**src/fan_pkg.sv**
```systemverilog
// Purpose: Shared constants and carrier types for the automatic fan duty ramp.
// Assumes: Byte-wide register port, one 250 MHz clock, three channels, three outputs.
// Notes:   Channel index 0 is remote 1, 1 is local, 2 is remote 2.
//
// Operation
// RQ1: With its floor-hold bit clear, an output is driven at zero duty below start minus hysteresis, bits 7, 6 and 5 serving outputs three, two and one.
// RQ2: With its floor-hold bit set, an output stays at its floor duty below start minus hysteresis.
// RQ3: Once the temperature rises above the start temperature, each output starts at its own floor duty.
// RQ4: Each floor duty is an 8-bit value from zero to full duty, about 0.39% per count.
// RQ5: All three floor duty settings reset to 0x80, half duty.
// RQ6: A duty code of 255 is full drive and the computed duty never goes beyond it.
// RQ7: Above the start temperature the duty rises linearly, reaching full duty at start plus (255 minus floor) times span over 170.
// RQ8: Each channel has its own ramp-span register, remote one at 0x5F, local at 0x60 and remote two at 0x61.
// RQ9: The span code in bits 7 to 4 selects 2 to 80 degrees from a fixed table, code 1100 (32 degrees) by default.
// RQ10: Outputs that follow one channel switch on at the same start temperature, each with its own floor duty.
// RQ11: Each channel start temperature is an 8-bit two's complement value in one degree steps.
// RQ12: Once on, a fan stays on until the temperature falls below start minus hysteresis.
// RQ13: Duty is floor plus (temperature minus start) times 170 over span, rounded down and saturated at 255.
// RQ14: The duty is recomputed whenever a new measurement of the controlling channel arrives.
package fan_pkg;
   localparam int NUM_CHAN = 3;
   localparam int NUM_OUT  = 3;

   // Register offsets.
   localparam logic [7:0] ADDR_DUTY1     = 8'h30;
   localparam logic [7:0] ADDR_DUTY2     = 8'h31;
   localparam logic [7:0] ADDR_DUTY3     = 8'h32;
   localparam logic [7:0] ADDR_RAMP_R1   = 8'h5F;
   localparam logic [7:0] ADDR_RAMP_LOC  = 8'h60;
   localparam logic [7:0] ADDR_RAMP_R2   = 8'h61;
   localparam logic [7:0] ADDR_HOLD      = 8'h62;
   localparam logic [7:0] ADDR_FLOOR1    = 8'h64;
   localparam logic [7:0] ADDR_FLOOR2    = 8'h65;
   localparam logic [7:0] ADDR_FLOOR3    = 8'h66;
   localparam logic [7:0] ADDR_TMIN_R1   = 8'h67;
   localparam logic [7:0] ADDR_TMIN_LOC  = 8'h68;
   localparam logic [7:0] ADDR_TMIN_R2   = 8'h69;
   localparam logic [7:0] ADDR_HYST_A    = 8'h6D;
   localparam logic [7:0] ADDR_HYST_B    = 8'h6E;

   // Reset values.
   localparam logic [7:0] RST_RAMP       = 8'hC0;
   localparam logic [7:0] RST_HOLD       = 8'h00;
   localparam logic [7:0] RST_FLOOR      = 8'h80;
   localparam logic [7:0] RST_TMIN       = 8'h5A;
   localparam logic [7:0] RST_HYST_A     = 8'h44;
   localparam logic [7:0] RST_HYST_B     = 8'h40;
   localparam logic [7:0] RD_UNMAPPED    = 8'h00;

   // Field positions and duty codes.
   localparam int         RAMP_CODE_LSB  = 4;
   localparam int         HOLD_BIT_LSB   = 5;
   localparam int         HYST_HI_LSB    = 4;
   localparam int         SLOPE_FRAC     = 4;
   localparam logic [7:0] DUTY_OFF       = 8'h00;
   localparam logic [7:0] DUTY_FULL      = 8'hFF;
   localparam logic [7:0] PWM_LAST_STEP  = 8'hFE;
   localparam int         PWM_PRESCALE   = 1;

   // Duty counts per degree, 170 over span, times 2**SLOPE_FRAC; every entry is exact.
   localparam logic [10:0] RAMP_SLOPE16 [16] = '{
      11'h550, 11'h440, 11'h330, 11'h2A8, 11'h220, 11'h198, 11'h154, 11'h110,
      11'h0CC, 11'h0AA, 11'h088, 11'h066, 11'h055, 11'h044, 11'h033, 11'h022};

   typedef struct packed {
      logic       valid;   // One-cycle pulse: a new reading is present.
      logic [7:0] value;   // Two's complement degrees.
   } temp_sample_s;

   typedef struct packed {
      logic [7:0]  tmin;   // Two's complement start temperature.
      logic [3:0]  hyst;   // Hysteresis in degrees.
      logic [10:0] slope;  // Duty per degree with SLOPE_FRAC fraction bits.
   } chan_cfg_s;
endpackage

```
**src/fan_duty_calc.sv**
```systemverilog
// Purpose: Per-output duty computation with on/off hysteresis.
// Assumes: Reading and configuration come from logic on the same clock.
// Notes:   Duty and on state change only on a reading of the followed channel.
`timescale 1ns/100ps
module fan_duty_calc (
   input  wire logic               mclk,     // Block clock.
   input  wire logic               rst_n,    // Synchronous reset, active low.
   input  wire logic               ce,       // Clock enable, freezes state when low.
   input  wire fan_pkg::temp_sample_s temp,  // Reading of the followed channel.
   input  wire fan_pkg::chan_cfg_s cfg,      // Settings of the followed channel.
   input  wire logic [7:0]         floor,    // Floor duty of this output.
   input  wire logic               hold,     // Floor-hold bit of this output.
   output logic [7:0]              duty,     // Computed duty code.
   output logic                    fan_on    // Fan is in its on state.
);
   logic signed [9:0] t_ext;
   logic signed [9:0] diff;
   logic signed [9:0] off_level;
   logic              above;
   logic              below;
   logic [18:0]       prod;
   logic [15:0]       sum;
   logic [7:0]        ramp_duty;
   logic              next_on;

   // Compare against start and start minus hysteresis in ten bits so nothing wraps.
   assign t_ext     = $signed({{2{temp.value[7]}}, temp.value});
   assign diff      = t_ext - $signed({{2{cfg.tmin[7]}}, cfg.tmin});     // [RQ11]
   assign off_level = $signed({{2{cfg.tmin[7]}}, cfg.tmin}) - $signed({6'h00, cfg.hyst});
   assign above     = diff > 10'sd0;
   assign below     = t_ext < off_level;

   // Linear ramp from the floor; the slope does not depend on the floor.
   assign prod      = diff[7:0] * cfg.slope;                              // [RQ7]
   assign sum       = {8'h00, floor} + {1'b0, prod[18:fan_pkg::SLOPE_FRAC]};   // [RQ13]
   assign ramp_duty = (sum > {8'h00, fan_pkg::DUTY_FULL}) ? fan_pkg::DUTY_FULL : sum[7:0]; // [RQ6]

   // On above start, off below start minus hysteresis, unchanged in the band.
   always_comb begin
      next_on = fan_on;
      if (above) begin
         next_on = 1'b1;
      end else if (below) begin
         next_on = 1'b0;                                                 // [RQ12]
      end
   end

   // On-state register, advanced only by a fresh reading.
   always_ff @(posedge mclk) begin
      if (!rst_n) begin
         fan_on <= 1'b0;
      end else if (ce && temp.valid) begin                               // [RQ14]
         fan_on <= next_on;
      end
   end

   // Duty register; in the hysteresis band a running fan stays at its floor.
   always_ff @(posedge mclk) begin
      if (!rst_n) begin
         duty <= fan_pkg::DUTY_OFF;
      end else if (ce && temp.valid) begin
         if (above) begin
            duty <= ramp_duty;                                           // [RQ3]
         end else if (next_on || hold) begin
            duty <= floor;                                               // [RQ2]
         end else begin
            duty <= fan_pkg::DUTY_OFF;                                   // [RQ1]
         end
      end
   end

   property p_off_zero;
      @(posedge mclk) disable iff (!rst_n)
      (ce && temp.valid && below && !hold) |=> (duty == fan_pkg::DUTY_OFF && !fan_on);
   endproperty
   a_off_zero: assert property (p_off_zero) else $error("Duty not zero below off level."); // [RQ1]

   property p_hold_floor;
      @(posedge mclk) disable iff (!rst_n)
      (ce && temp.valid && below && hold) |=> (duty == $past(floor));
   endproperty
   a_hold_floor: assert property (p_hold_floor) else $error("Held duty differs from floor."); // [RQ2]

   property p_start_floor;
      @(posedge mclk) disable iff (!rst_n)
      (ce && temp.valid && above) |=> (duty >= $past(floor) && fan_on);
   endproperty
   a_start_floor: assert property (p_start_floor) else $error("Duty below floor when hot."); // [RQ3]

   property p_saturate;
      @(posedge mclk) disable iff (!rst_n)
      (ce && temp.valid && above && sum > 16'h00FF) |=> (duty == fan_pkg::DUTY_FULL);
   endproperty
   a_saturate: assert property (p_saturate) else $error("Duty not saturated at full."); // [RQ6]

   property p_band_keeps;
      @(posedge mclk) disable iff (!rst_n)
      (ce && temp.valid && fan_on && !above && !below) |=> (fan_on && duty == $past(floor));
   endproperty
   a_band_keeps: assert property (p_band_keeps) else $error("Fan left on state in band."); // [RQ12]

   property p_only_on_reading;
      @(posedge mclk) disable iff (!rst_n)
      !(ce && temp.valid) |=> ($stable(duty) && $stable(fan_on));
   endproperty
   a_only_on_reading: assert property (p_only_on_reading) else $error("Duty moved without reading."); // [RQ14]
endmodule

```
**src/fan_auto_duty_ramp.sv**
```systemverilog
// Purpose: Automatic fan duty ramp for three pulse-width fan outputs.
// Assumes: Readings arrive as one-cycle strobes from the measurement logic on mclk.
// Notes:   Register port is a plain byte port; reads answer one cycle later.
`timescale 1ns/100ps
module fan_auto_duty_ramp #(
   parameter int PRESCALE = fan_pkg::PWM_PRESCALE  // Clocks per waveform step.
) (
   input  wire logic               mclk,          // Block clock, 250 MHz.
   input  wire logic               rst_n,         // Synchronous reset, active low.
   input  wire logic               ce,            // Clock enable, freezes state when low.
   input  wire logic               reg_wr,        // Register write strobe.
   input  wire logic               reg_rd,        // Register read strobe.
   input  wire logic [7:0]         reg_addr,      // Register offset.
   input  wire logic [7:0]         reg_wdata,     // Write data.
   output logic [7:0]              reg_rdata,     // Read data, one cycle after reg_rd.
   input  wire fan_pkg::temp_sample_s [2:0] temp_in,  // Readings, index is channel.
   input  wire logic [5:0]         out_chan_sel,  // Two bits per output: followed channel.
   output logic                    fan_drive_out1, // Waveform for output one.
   output logic                    fan_drive_out2, // Waveform for output two.
   output logic                    fan_drive_out3  // Waveform for output three.
);
   localparam int PRE_W = (PRESCALE > 1) ? $clog2(PRESCALE) : 1;
   localparam logic [PRE_W-1:0] PRE_LAST = PRE_W'(PRESCALE - 1);

   logic [7:0]  ramp_cfg [fan_pkg::NUM_CHAN];
   logic [7:0]  floor_duty [fan_pkg::NUM_OUT];
   logic [7:0]  tmin [fan_pkg::NUM_CHAN];
   logic [7:0]  floor_hold;
   logic [7:0]  hyst_a;
   logic [7:0]  hyst_b;
   logic [3:0]  hyst [fan_pkg::NUM_CHAN];
   logic [10:0] slope_sel [fan_pkg::NUM_CHAN];
   logic [7:0]  duty [fan_pkg::NUM_OUT];
   logic [2:0]  fan_on;
   logic [PRE_W-1:0] pre_cnt;
   logic [7:0]  step_cnt;
   logic [2:0]  drive_q;
   logic [7:0]  next_rdata;
   logic [5:0]  sel_meta;
   logic [5:0]  sel_sync;
   logic [5:0]  sel_last;
   logic [5:0]  sel_q;

   // Hysteresis nibbles: remote 1 high and local low of one byte, remote 2 high of another.
   assign hyst[0] = hyst_a[fan_pkg::HYST_HI_LSB +: 4];
   assign hyst[1] = hyst_a[3:0];
   assign hyst[2] = hyst_b[fan_pkg::HYST_HI_LSB +: 4];

   // Span code to slope lookup, one per channel.
   always_comb begin
      for (int c = 0; c < fan_pkg::NUM_CHAN; c++) begin
         slope_sel[c] = fan_pkg::RAMP_SLOPE16[ramp_cfg[c][fan_pkg::RAMP_CODE_LSB +: 4]]; // [RQ9]
      end
   end

   // Ramp-span registers, one per channel.
   always_ff @(posedge mclk) begin
      if (!rst_n) begin
         for (int c = 0; c < fan_pkg::NUM_CHAN; c++) begin
            ramp_cfg[c] <= fan_pkg::RST_RAMP;                            // [RQ9]
         end
      end else if (ce && reg_wr) begin
         unique case (reg_addr)
            fan_pkg::ADDR_RAMP_R1:  ramp_cfg[0] <= reg_wdata;            // [RQ8]
            fan_pkg::ADDR_RAMP_LOC: ramp_cfg[1] <= reg_wdata;            // [RQ8]
            fan_pkg::ADDR_RAMP_R2:  ramp_cfg[2] <= reg_wdata;            // [RQ8]
            default: ;
         endcase
      end
   end

   // Floor duty registers; a full byte, so 0 to 255 covers off to full drive.
   always_ff @(posedge mclk) begin
      if (!rst_n) begin
         for (int o = 0; o < fan_pkg::NUM_OUT; o++) begin
            floor_duty[o] <= fan_pkg::RST_FLOOR;                         // [RQ5]
         end
      end else if (ce && reg_wr) begin
         unique case (reg_addr)
            fan_pkg::ADDR_FLOOR1: floor_duty[0] <= reg_wdata;            // [RQ4]
            fan_pkg::ADDR_FLOOR2: floor_duty[1] <= reg_wdata;            // [RQ4]
            fan_pkg::ADDR_FLOOR3: floor_duty[2] <= reg_wdata;            // [RQ4]
            default: ;
         endcase
      end
   end

   // Start temperatures, two's complement degrees.
   always_ff @(posedge mclk) begin
      if (!rst_n) begin
         for (int c = 0; c < fan_pkg::NUM_CHAN; c++) begin
            tmin[c] <= fan_pkg::RST_TMIN;
         end
      end else if (ce && reg_wr) begin
         unique case (reg_addr)
            fan_pkg::ADDR_TMIN_R1:  tmin[0] <= reg_wdata;                // [RQ11]
            fan_pkg::ADDR_TMIN_LOC: tmin[1] <= reg_wdata;                // [RQ11]
            fan_pkg::ADDR_TMIN_R2:  tmin[2] <= reg_wdata;                // [RQ11]
            default: ;
         endcase
      end
   end

   // Floor-hold and hysteresis bytes; the spare bits are kept for other functions.
   always_ff @(posedge mclk) begin
      if (!rst_n) begin
         floor_hold <= fan_pkg::RST_HOLD;
         hyst_a     <= fan_pkg::RST_HYST_A;
         hyst_b     <= fan_pkg::RST_HYST_B;
      end else if (ce && reg_wr) begin
         unique case (reg_addr)
            fan_pkg::ADDR_HOLD:   floor_hold <= reg_wdata;
            fan_pkg::ADDR_HYST_A: hyst_a     <= reg_wdata;
            fan_pkg::ADDR_HYST_B: hyst_b     <= reg_wdata;
            default: ;
         endcase
      end
   end

   // The channel select comes from board pins, so it passes three flops. A new code is
   // taken only once the last two agree, so no output acts on a half-changed code.
   always_ff @(posedge mclk) begin
      if (!rst_n) begin
         sel_meta <= 6'h00;
         sel_sync <= 6'h00;
         sel_last <= 6'h00;
         sel_q    <= 6'h00;
      end else if (ce) begin
         sel_meta <= out_chan_sel;
         sel_sync <= sel_meta;
         sel_last <= sel_sync;
         if (sel_sync == sel_last) begin
            sel_q <= sel_last;
         end
      end
   end

   // One duty calculator per output. Outputs sharing a channel see the same start
   // temperature but keep their own floor and hold bit.
   for (genvar o = 0; o < fan_pkg::NUM_OUT; o++) begin : g_out
      logic [1:0]            sel;
      logic [1:0]            ch;
      fan_pkg::temp_sample_s sample;
      fan_pkg::chan_cfg_s    cfg;

      // An unused select code of 3 falls back to remote 1 rather than stalling.
      assign sel    = sel_q[2*o +: 2];
      assign ch     = (sel == 2'h3) ? 2'h0 : sel;
      assign sample = temp_in[ch];                                       // [RQ10]
      assign cfg    = '{tmin: tmin[ch], hyst: hyst[ch], slope: slope_sel[ch]}; // [RQ10]

      fan_duty_calc u_calc (
         .mclk   (mclk),
         .rst_n  (rst_n),
         .ce     (ce),
         .temp   (sample),
         .cfg    (cfg),
         .floor  (floor_duty[o]),
         .hold   (floor_hold[fan_pkg::HOLD_BIT_LSB + o]),                // [RQ1]
         .duty   (duty[o]),
         .fan_on (fan_on[o])
      );
   end

   // Read mux; current duties are readable so software can watch the loop.
   always_comb begin
      unique case (reg_addr)
         fan_pkg::ADDR_DUTY1:    next_rdata = duty[0];
         fan_pkg::ADDR_DUTY2:    next_rdata = duty[1];
         fan_pkg::ADDR_DUTY3:    next_rdata = duty[2];
         fan_pkg::ADDR_RAMP_R1:  next_rdata = ramp_cfg[0];
         fan_pkg::ADDR_RAMP_LOC: next_rdata = ramp_cfg[1];
         fan_pkg::ADDR_RAMP_R2:  next_rdata = ramp_cfg[2];
         fan_pkg::ADDR_HOLD:     next_rdata = floor_hold;
         fan_pkg::ADDR_FLOOR1:   next_rdata = floor_duty[0];
         fan_pkg::ADDR_FLOOR2:   next_rdata = floor_duty[1];
         fan_pkg::ADDR_FLOOR3:   next_rdata = floor_duty[2];
         fan_pkg::ADDR_TMIN_R1:  next_rdata = tmin[0];
         fan_pkg::ADDR_TMIN_LOC: next_rdata = tmin[1];
         fan_pkg::ADDR_TMIN_R2:  next_rdata = tmin[2];
         fan_pkg::ADDR_HYST_A:   next_rdata = hyst_a;
         fan_pkg::ADDR_HYST_B:   next_rdata = hyst_b;
         default:                next_rdata = fan_pkg::RD_UNMAPPED;
      endcase
   end

   // Read data is registered so the port comes straight from a flip-flop.
   always_ff @(posedge mclk) begin
      if (!rst_n) begin
         reg_rdata <= fan_pkg::RD_UNMAPPED;
      end else if (ce && reg_rd) begin
         reg_rdata <= next_rdata;
      end
   end

   // Waveform step counter. The period is 255 steps, so a code of 255 is high in
   // every step and a code of 0 in none.
   always_ff @(posedge mclk) begin
      if (!rst_n) begin
         pre_cnt  <= '0;
         step_cnt <= 8'h00;
      end else if (ce) begin
         if (pre_cnt == PRE_LAST) begin
            pre_cnt  <= '0;
            step_cnt <= (step_cnt == fan_pkg::PWM_LAST_STEP) ? 8'h00 : step_cnt + 8'h01;
         end else begin
            pre_cnt <= pre_cnt + 1'b1;
         end
      end
   end

   // Drive outputs, compared against the live duty so a change shows on the next clock.
   always_ff @(posedge mclk) begin
      if (!rst_n) begin
         drive_q <= 3'h0;
      end else if (ce) begin
         for (int o = 0; o < fan_pkg::NUM_OUT; o++) begin
            drive_q[o] <= (step_cnt < duty[o]);                          // [RQ6]
         end
      end
   end

   assign fan_drive_out1 = drive_q[0];
   assign fan_drive_out2 = drive_q[1];
   assign fan_drive_out3 = drive_q[2];

   property p_floor_reset;
      @(posedge mclk) disable iff (!rst_n)
      $rose(rst_n) |-> (floor_duty[0] == 8'h80 && floor_duty[1] == 8'h80
                        && floor_duty[2] == 8'h80);
   endproperty
   a_floor_reset: assert property (p_floor_reset) else $error("Floor duty reset wrong."); // [RQ5]

   property p_floor_write;
      @(posedge mclk) disable iff (!rst_n)
      (ce && reg_wr && reg_addr == 8'h65) |=> (floor_duty[1] == $past(reg_wdata));
   endproperty
   a_floor_write: assert property (p_floor_write) else $error("Floor duty write lost."); // [RQ4]

   property p_span_select;
      @(posedge mclk) disable iff (!rst_n)
      (ce && reg_wr && reg_addr == 8'h60)
         |=> (slope_sel[1] == fan_pkg::RAMP_SLOPE16[$past(reg_wdata[7:4])]);
   endproperty
   a_span_select: assert property (p_span_select) else $error("Span code not applied."); // [RQ9]

   property p_span_own;
      @(posedge mclk) disable iff (!rst_n)
      (ce && reg_wr && reg_addr == 8'h61) |=> (ramp_cfg[0] == $past(ramp_cfg[0]));
   endproperty
   a_span_own: assert property (p_span_own) else $error("Span write hit wrong channel."); // [RQ8]

   property p_full_drive;
      @(posedge mclk) disable iff (!rst_n)
      (ce && duty[0] == 8'hFF) |=> fan_drive_out1;
   endproperty
   a_full_drive: assert property (p_full_drive) else $error("Full duty did not drive high."); // [RQ6]

   property p_zero_drive;
      @(posedge mclk) disable iff (!rst_n)
      (ce && duty[2] == 8'h00) |=> !fan_drive_out3;
   endproperty
   a_zero_drive: assert property (p_zero_drive) else $error("Zero duty drove high."); // [RQ1]

   property p_shared_start;
      @(posedge mclk) disable iff (!rst_n)
      (ce && sel_q[1:0] == sel_q[3:2] && g_out[0].sample.valid
         && fan_on[0] == fan_on[1]) |=> (fan_on[0] == fan_on[1]);
   endproperty
   a_shared_start: assert property (p_shared_start) else $error("Shared channel split on."); // [RQ10]

   property p_sel_agree;
      @(posedge mclk) disable iff (!rst_n)
      (ce && sel_sync != sel_last) |=> $stable(sel_q);
   endproperty
   a_sel_agree: assert property (p_sel_agree) else $error("Select taken unsettled."); // [RQ10]
endmodule

```
**config.mk**
```make
export PLATFORM = sky130hd
export DESIGN_NAME = fan_auto_duty_ramp
export DESIGN_NICKNAME = d
export VERILOG_FILES = /design/src/fan_pkg.sv /design/src/fan_duty_calc.sv /design/src/fan_auto_duty_ramp.sv
export SDC_FILE = /design/constraint.sdc
export NUM_CORES = 1
export LEC_CHECK = 0
export ABC_CLOCK_PERIOD_IN_PS = 15700
export CORE_ASPECT_RATIO = 2
export CORE_MARGIN = 8
export CORE_UTILIZATION = 54
export CTS_CLUSTER_DIAMETER = 200
export DETAILED_ROUTE_END_ITERATION = 8
export DONT_BUFFER_PORTS = 1
export PLACE_DENSITY = 0.79
export SLEW_MARGIN = 10
export SYNTH_ARGS = -nofsm -noshare
export SYNTH_HDL_FRONTEND = slang
export SYNTH_SLANG_ARGS = --single-unit
```
**constraint.sdc**
```tcl
create_clock -name mclk -period 15.7 [get_ports mclk]
set_clock_uncertainty 0.2 [all_clocks]
set_input_delay 0.785 -clock mclk [delete_from_list [all_inputs] [get_ports mclk]]
set_output_delay 0.785 -clock mclk [all_outputs]
set_load 0.02 [all_outputs]
```
==> reports/results.ini <==
[die]
core-area_sq_um=42400
start_util_pct=54.5
dieHeight_microns=309
io_pins=65
die_area_sq_um=50100
die_w_microns=162
rows=107

[placed_design]
portBuffers=0
hpwl_microns=66000
dpl-instance-area_sq_um=23500
place.gp.congestion=1.02

[critical_path]
critPathKind=flop to flop
crit_fanout=68
arrival_ns=9.91
cp.required_ns=15.81
crit_top_cell=ha_1
path_buf_inv=4
cpPeakStageDelay_ns=0.82
path_delay_family=adder cells
end_kind=flop
worstSetupStartpointType=flop
cpMaxStageDelayCell=xnor2_1

[timing]
fmax_mhz=102
finalSetupTns_ns=0
slew-limit-headroom_pct=17.9
fin_crit_sh_pct=62.4
drv_slew=0
hold_violations=0
fin_crit_ns=9.80
setup-violations-final=0
rsz0062_at_grt=no
worstMarginPinSlew_ns=1.23

[power_and_ir_drop]
p_comb_share_pct=74.0
internal_power_mw=1.78
p_sw_mw=1.84
peakVddDrop_mv=0.170
clockPowerShare_pct=11.3
switching_share_pct=50.8
power_density_nw_per_um2=150
power_frac_seq_pct=14.7
power_leakage_nw=10.1

[detailed_routing]
remaining_drc_errors=0
vias_per_cell=6.50
firstDrtPassIters=6
routed_wl_microns=82800
drt_iter0_markers=1701
drt-wirelength-per-cell_microns=25.6
antenna_left=0
vias=21000

[synthesis]
netlist_area_sq_um=23100
async_flop_share_pct=0
yosysTopAreaCell=fa_1
netlist_instances=2730
ys_seq_area_share_pct=17.5
yosysUniqueCellTypes=107
synth_top_area_share_pct=14.3
synth_edf_count=72
syn_nets=3157
synthTopCellsByArea=fa_1 14%, ha_1 11%, edfxtp_1 9.3%
avgSynthCellArea_sq_um=8.48
ys.flop_type=dfxtp_1
yosys_warnings=0
yosys_register_bits=166

[global_route]
grt_pass1_wl_microns=125000
grt_max_degree=85
grt_usage_pct=33.1
grt_pass1_vias=21600
overflow=0
antenna_found_initial=2

[cts]
cts_setup_buffers=0
worstSkewPairLatency_ns=0.43
cts_max_path_buffers=2
cts_made_buffers=17
clk_transition_reported_paths_ns=0.07
cts.sinks=166
h-tree-depth=4
post_cts_resized=0
cts_tree=yes
clk_root_buffer_cell=clkbuf_16
hold_buffers=0

[final_layout]
final_area_sq_um=24100
area_growth_pct=4.17
drive_gt1_share_pct=6.08
nNetsFinal=3096

[min_path]
hold_path_class=input pin to flop

[flow_run]
drv_cap=0

[status]
status=finished clean

-- synthesized netlist by cell type, types with 12 or more instances --
library cell  instances
or3_1                16
o21ai_1              12
a31oi_1              18
a22oi_1              14
xnor2_1              61
nand2b_1             51
ha_1                208
dfxtp_1              94
nand2_1             272
a21oi_1             149
o221ai_1             16
nor3_1               25
a22o_1               16
nor2_1              239
and2_1               60
a21o_1               39
mux2i_1             156
edfxtp_1             72
o21ai_0             105
buf_1                15
clkbuf_1             63
a211oi_1             43
nand3_1              40
o211ai_1             15
nand4_1              17
inv_1               310
xor2_1               47
fa_1                165
nor2b_1              50
mux2_2               36
a221oi_1             28
o21a_1               36
-- worst reg2reg max path: cells and delay by family (launching register included) --
| family | cells | cell delay, ns |
|---|---|---|
| compound gates | 11 | 2.05 |
| xor+xnor | 2 | 0.91 |
| fa+ha+maj | 7 | 2.66 |
| buf+inv | 4 | 0.80 |
| flops | 1 | 0.53 |
| mux | 2 | 0.40 |
| simple gates | 10 | 2.13 |
-- metrics by stage --
stage                     hold WS (ns)  cells  total power, mW  worst slack [ns]  util, %
after floorplan                  0.236   2730             2.45              6.83        -
after global placement           0.242   3195             3.07              6.30     55.4
after detailed placement         0.257   3195             3.16              6.03     55.4
after CTS                        0.235   3227             3.59              6.01     56.8
after global routing             0.233   3228             3.93              5.23     56.8
final                            0.247   3229             3.63              5.90     56.8
-- power by group through the flow --
stage	Sequential, mW	Clock [mW]	Combinational (mW)
2_1_floorplan	0.506	0	1.95
3_3_place_gp	0.538	0	2.53
3_5_place_dp	0.538	0	2.62
4_1_cts	0.529	0.408	2.65
5_1_grt	0.534	0.425	2.98
6_report	0.535	0.409	2.68
-- registers in the layout (all words and copies together), names as in the netlist, 6 cells and up --
signal and flops:
floor_duty 24, floor_hold 8, g_out.u_calc.duty 24, hyst_a 8, hyst_b 8, ramp_cfg 24
reg_rdata 8, sel_last 6, sel_meta 6, sel_q 6, sel_sync 6, step_cnt 8
tmin 24
-- area by class of cell --
class,count,area (sq um)
multi-input cells,2149,17400
clock buffers,20,489
fillers,3831,18300
flip-flops and latches,166,4060
diodes,2,5.00
repair buffers,23,173
clock inverters,12,88.8
inverters,312,1170
well taps,545,682
-- logic make-up after synthesis --
logic type                 synth area share [%]
and+or+nand+nor                            17.5
xor gates and xnor gates                   4.23
DFF                                        17.5
buffers and inverters                      7.21
AOI/OAI and AO/OA                          18.2
adders and majority gates                  26.2
muxes                                      9.21
-- cell usage in the layout, fill, tap and decap left out, types with 8 or more instances in the layout --
master / instances
inv_1: 310
nand2_1: 272
nor2_1: 239
ha_1: 208
fa_1: 165
mux2i_1: 156
a21oi_1: 149
o21ai_0: 104
dfxtp_1: 88
edfxtp_1: 72
xnor2_1: 61
and2_1: 60
nand2b_1: 51
nor2b_1: 50
xor2_1: 47
a211oi_1: 43
nand3_1: 40
a21o_1: 39
mux2_2: 36
o21a_1: 36
a221oi_1: 28
nor3_1: 25
buf_4: 23
clkbuf_16: 19
a31oi_1: 18
nand4_1: 17
or3_1: 16
o221ai_1: 16
a22o_1: 16
o211ai_1: 15
a22oi_1: 14
o21ai_1: 13
maj3_1: 11
or2_2: 11
a21boi_0: 11
o31ai_1: 10
and3_1: 9
a221o_1: 8
-- path summary, 6_finish.rpt --
path,startpoint,end,slack [ns],depth (start not counted)
max,sel_q[4]$_SDFFE_PN0P_,g_out[2].u_calc.duty[6]$_SDFFE_PN0P_,5.90,36
min,rst_n,hyst_a[6]$_SDFFE_PN1P_,0.25,1
max reg2reg,sel_q[4]$_SDFFE_PN0P_,g_out[2].u_calc.duty[6]$_SDFFE_PN0P_,5.90,36
min reg2reg,floor_hold[2]$_SDFFE_PN0P_,floor_hold[2]$_SDFFE_PN0P_,0.27,2
-- routing by layer --
layer | wire length [microns] | GRT usage [%]
met5 | 0 | 0
met4 | 9050 | 30.8
met3 | 6150 | 7.16
met2 | 41700 | 59.0
met1 | 25900 | 31.0
No activity file was read; power rests on OpenSTA's default activity.
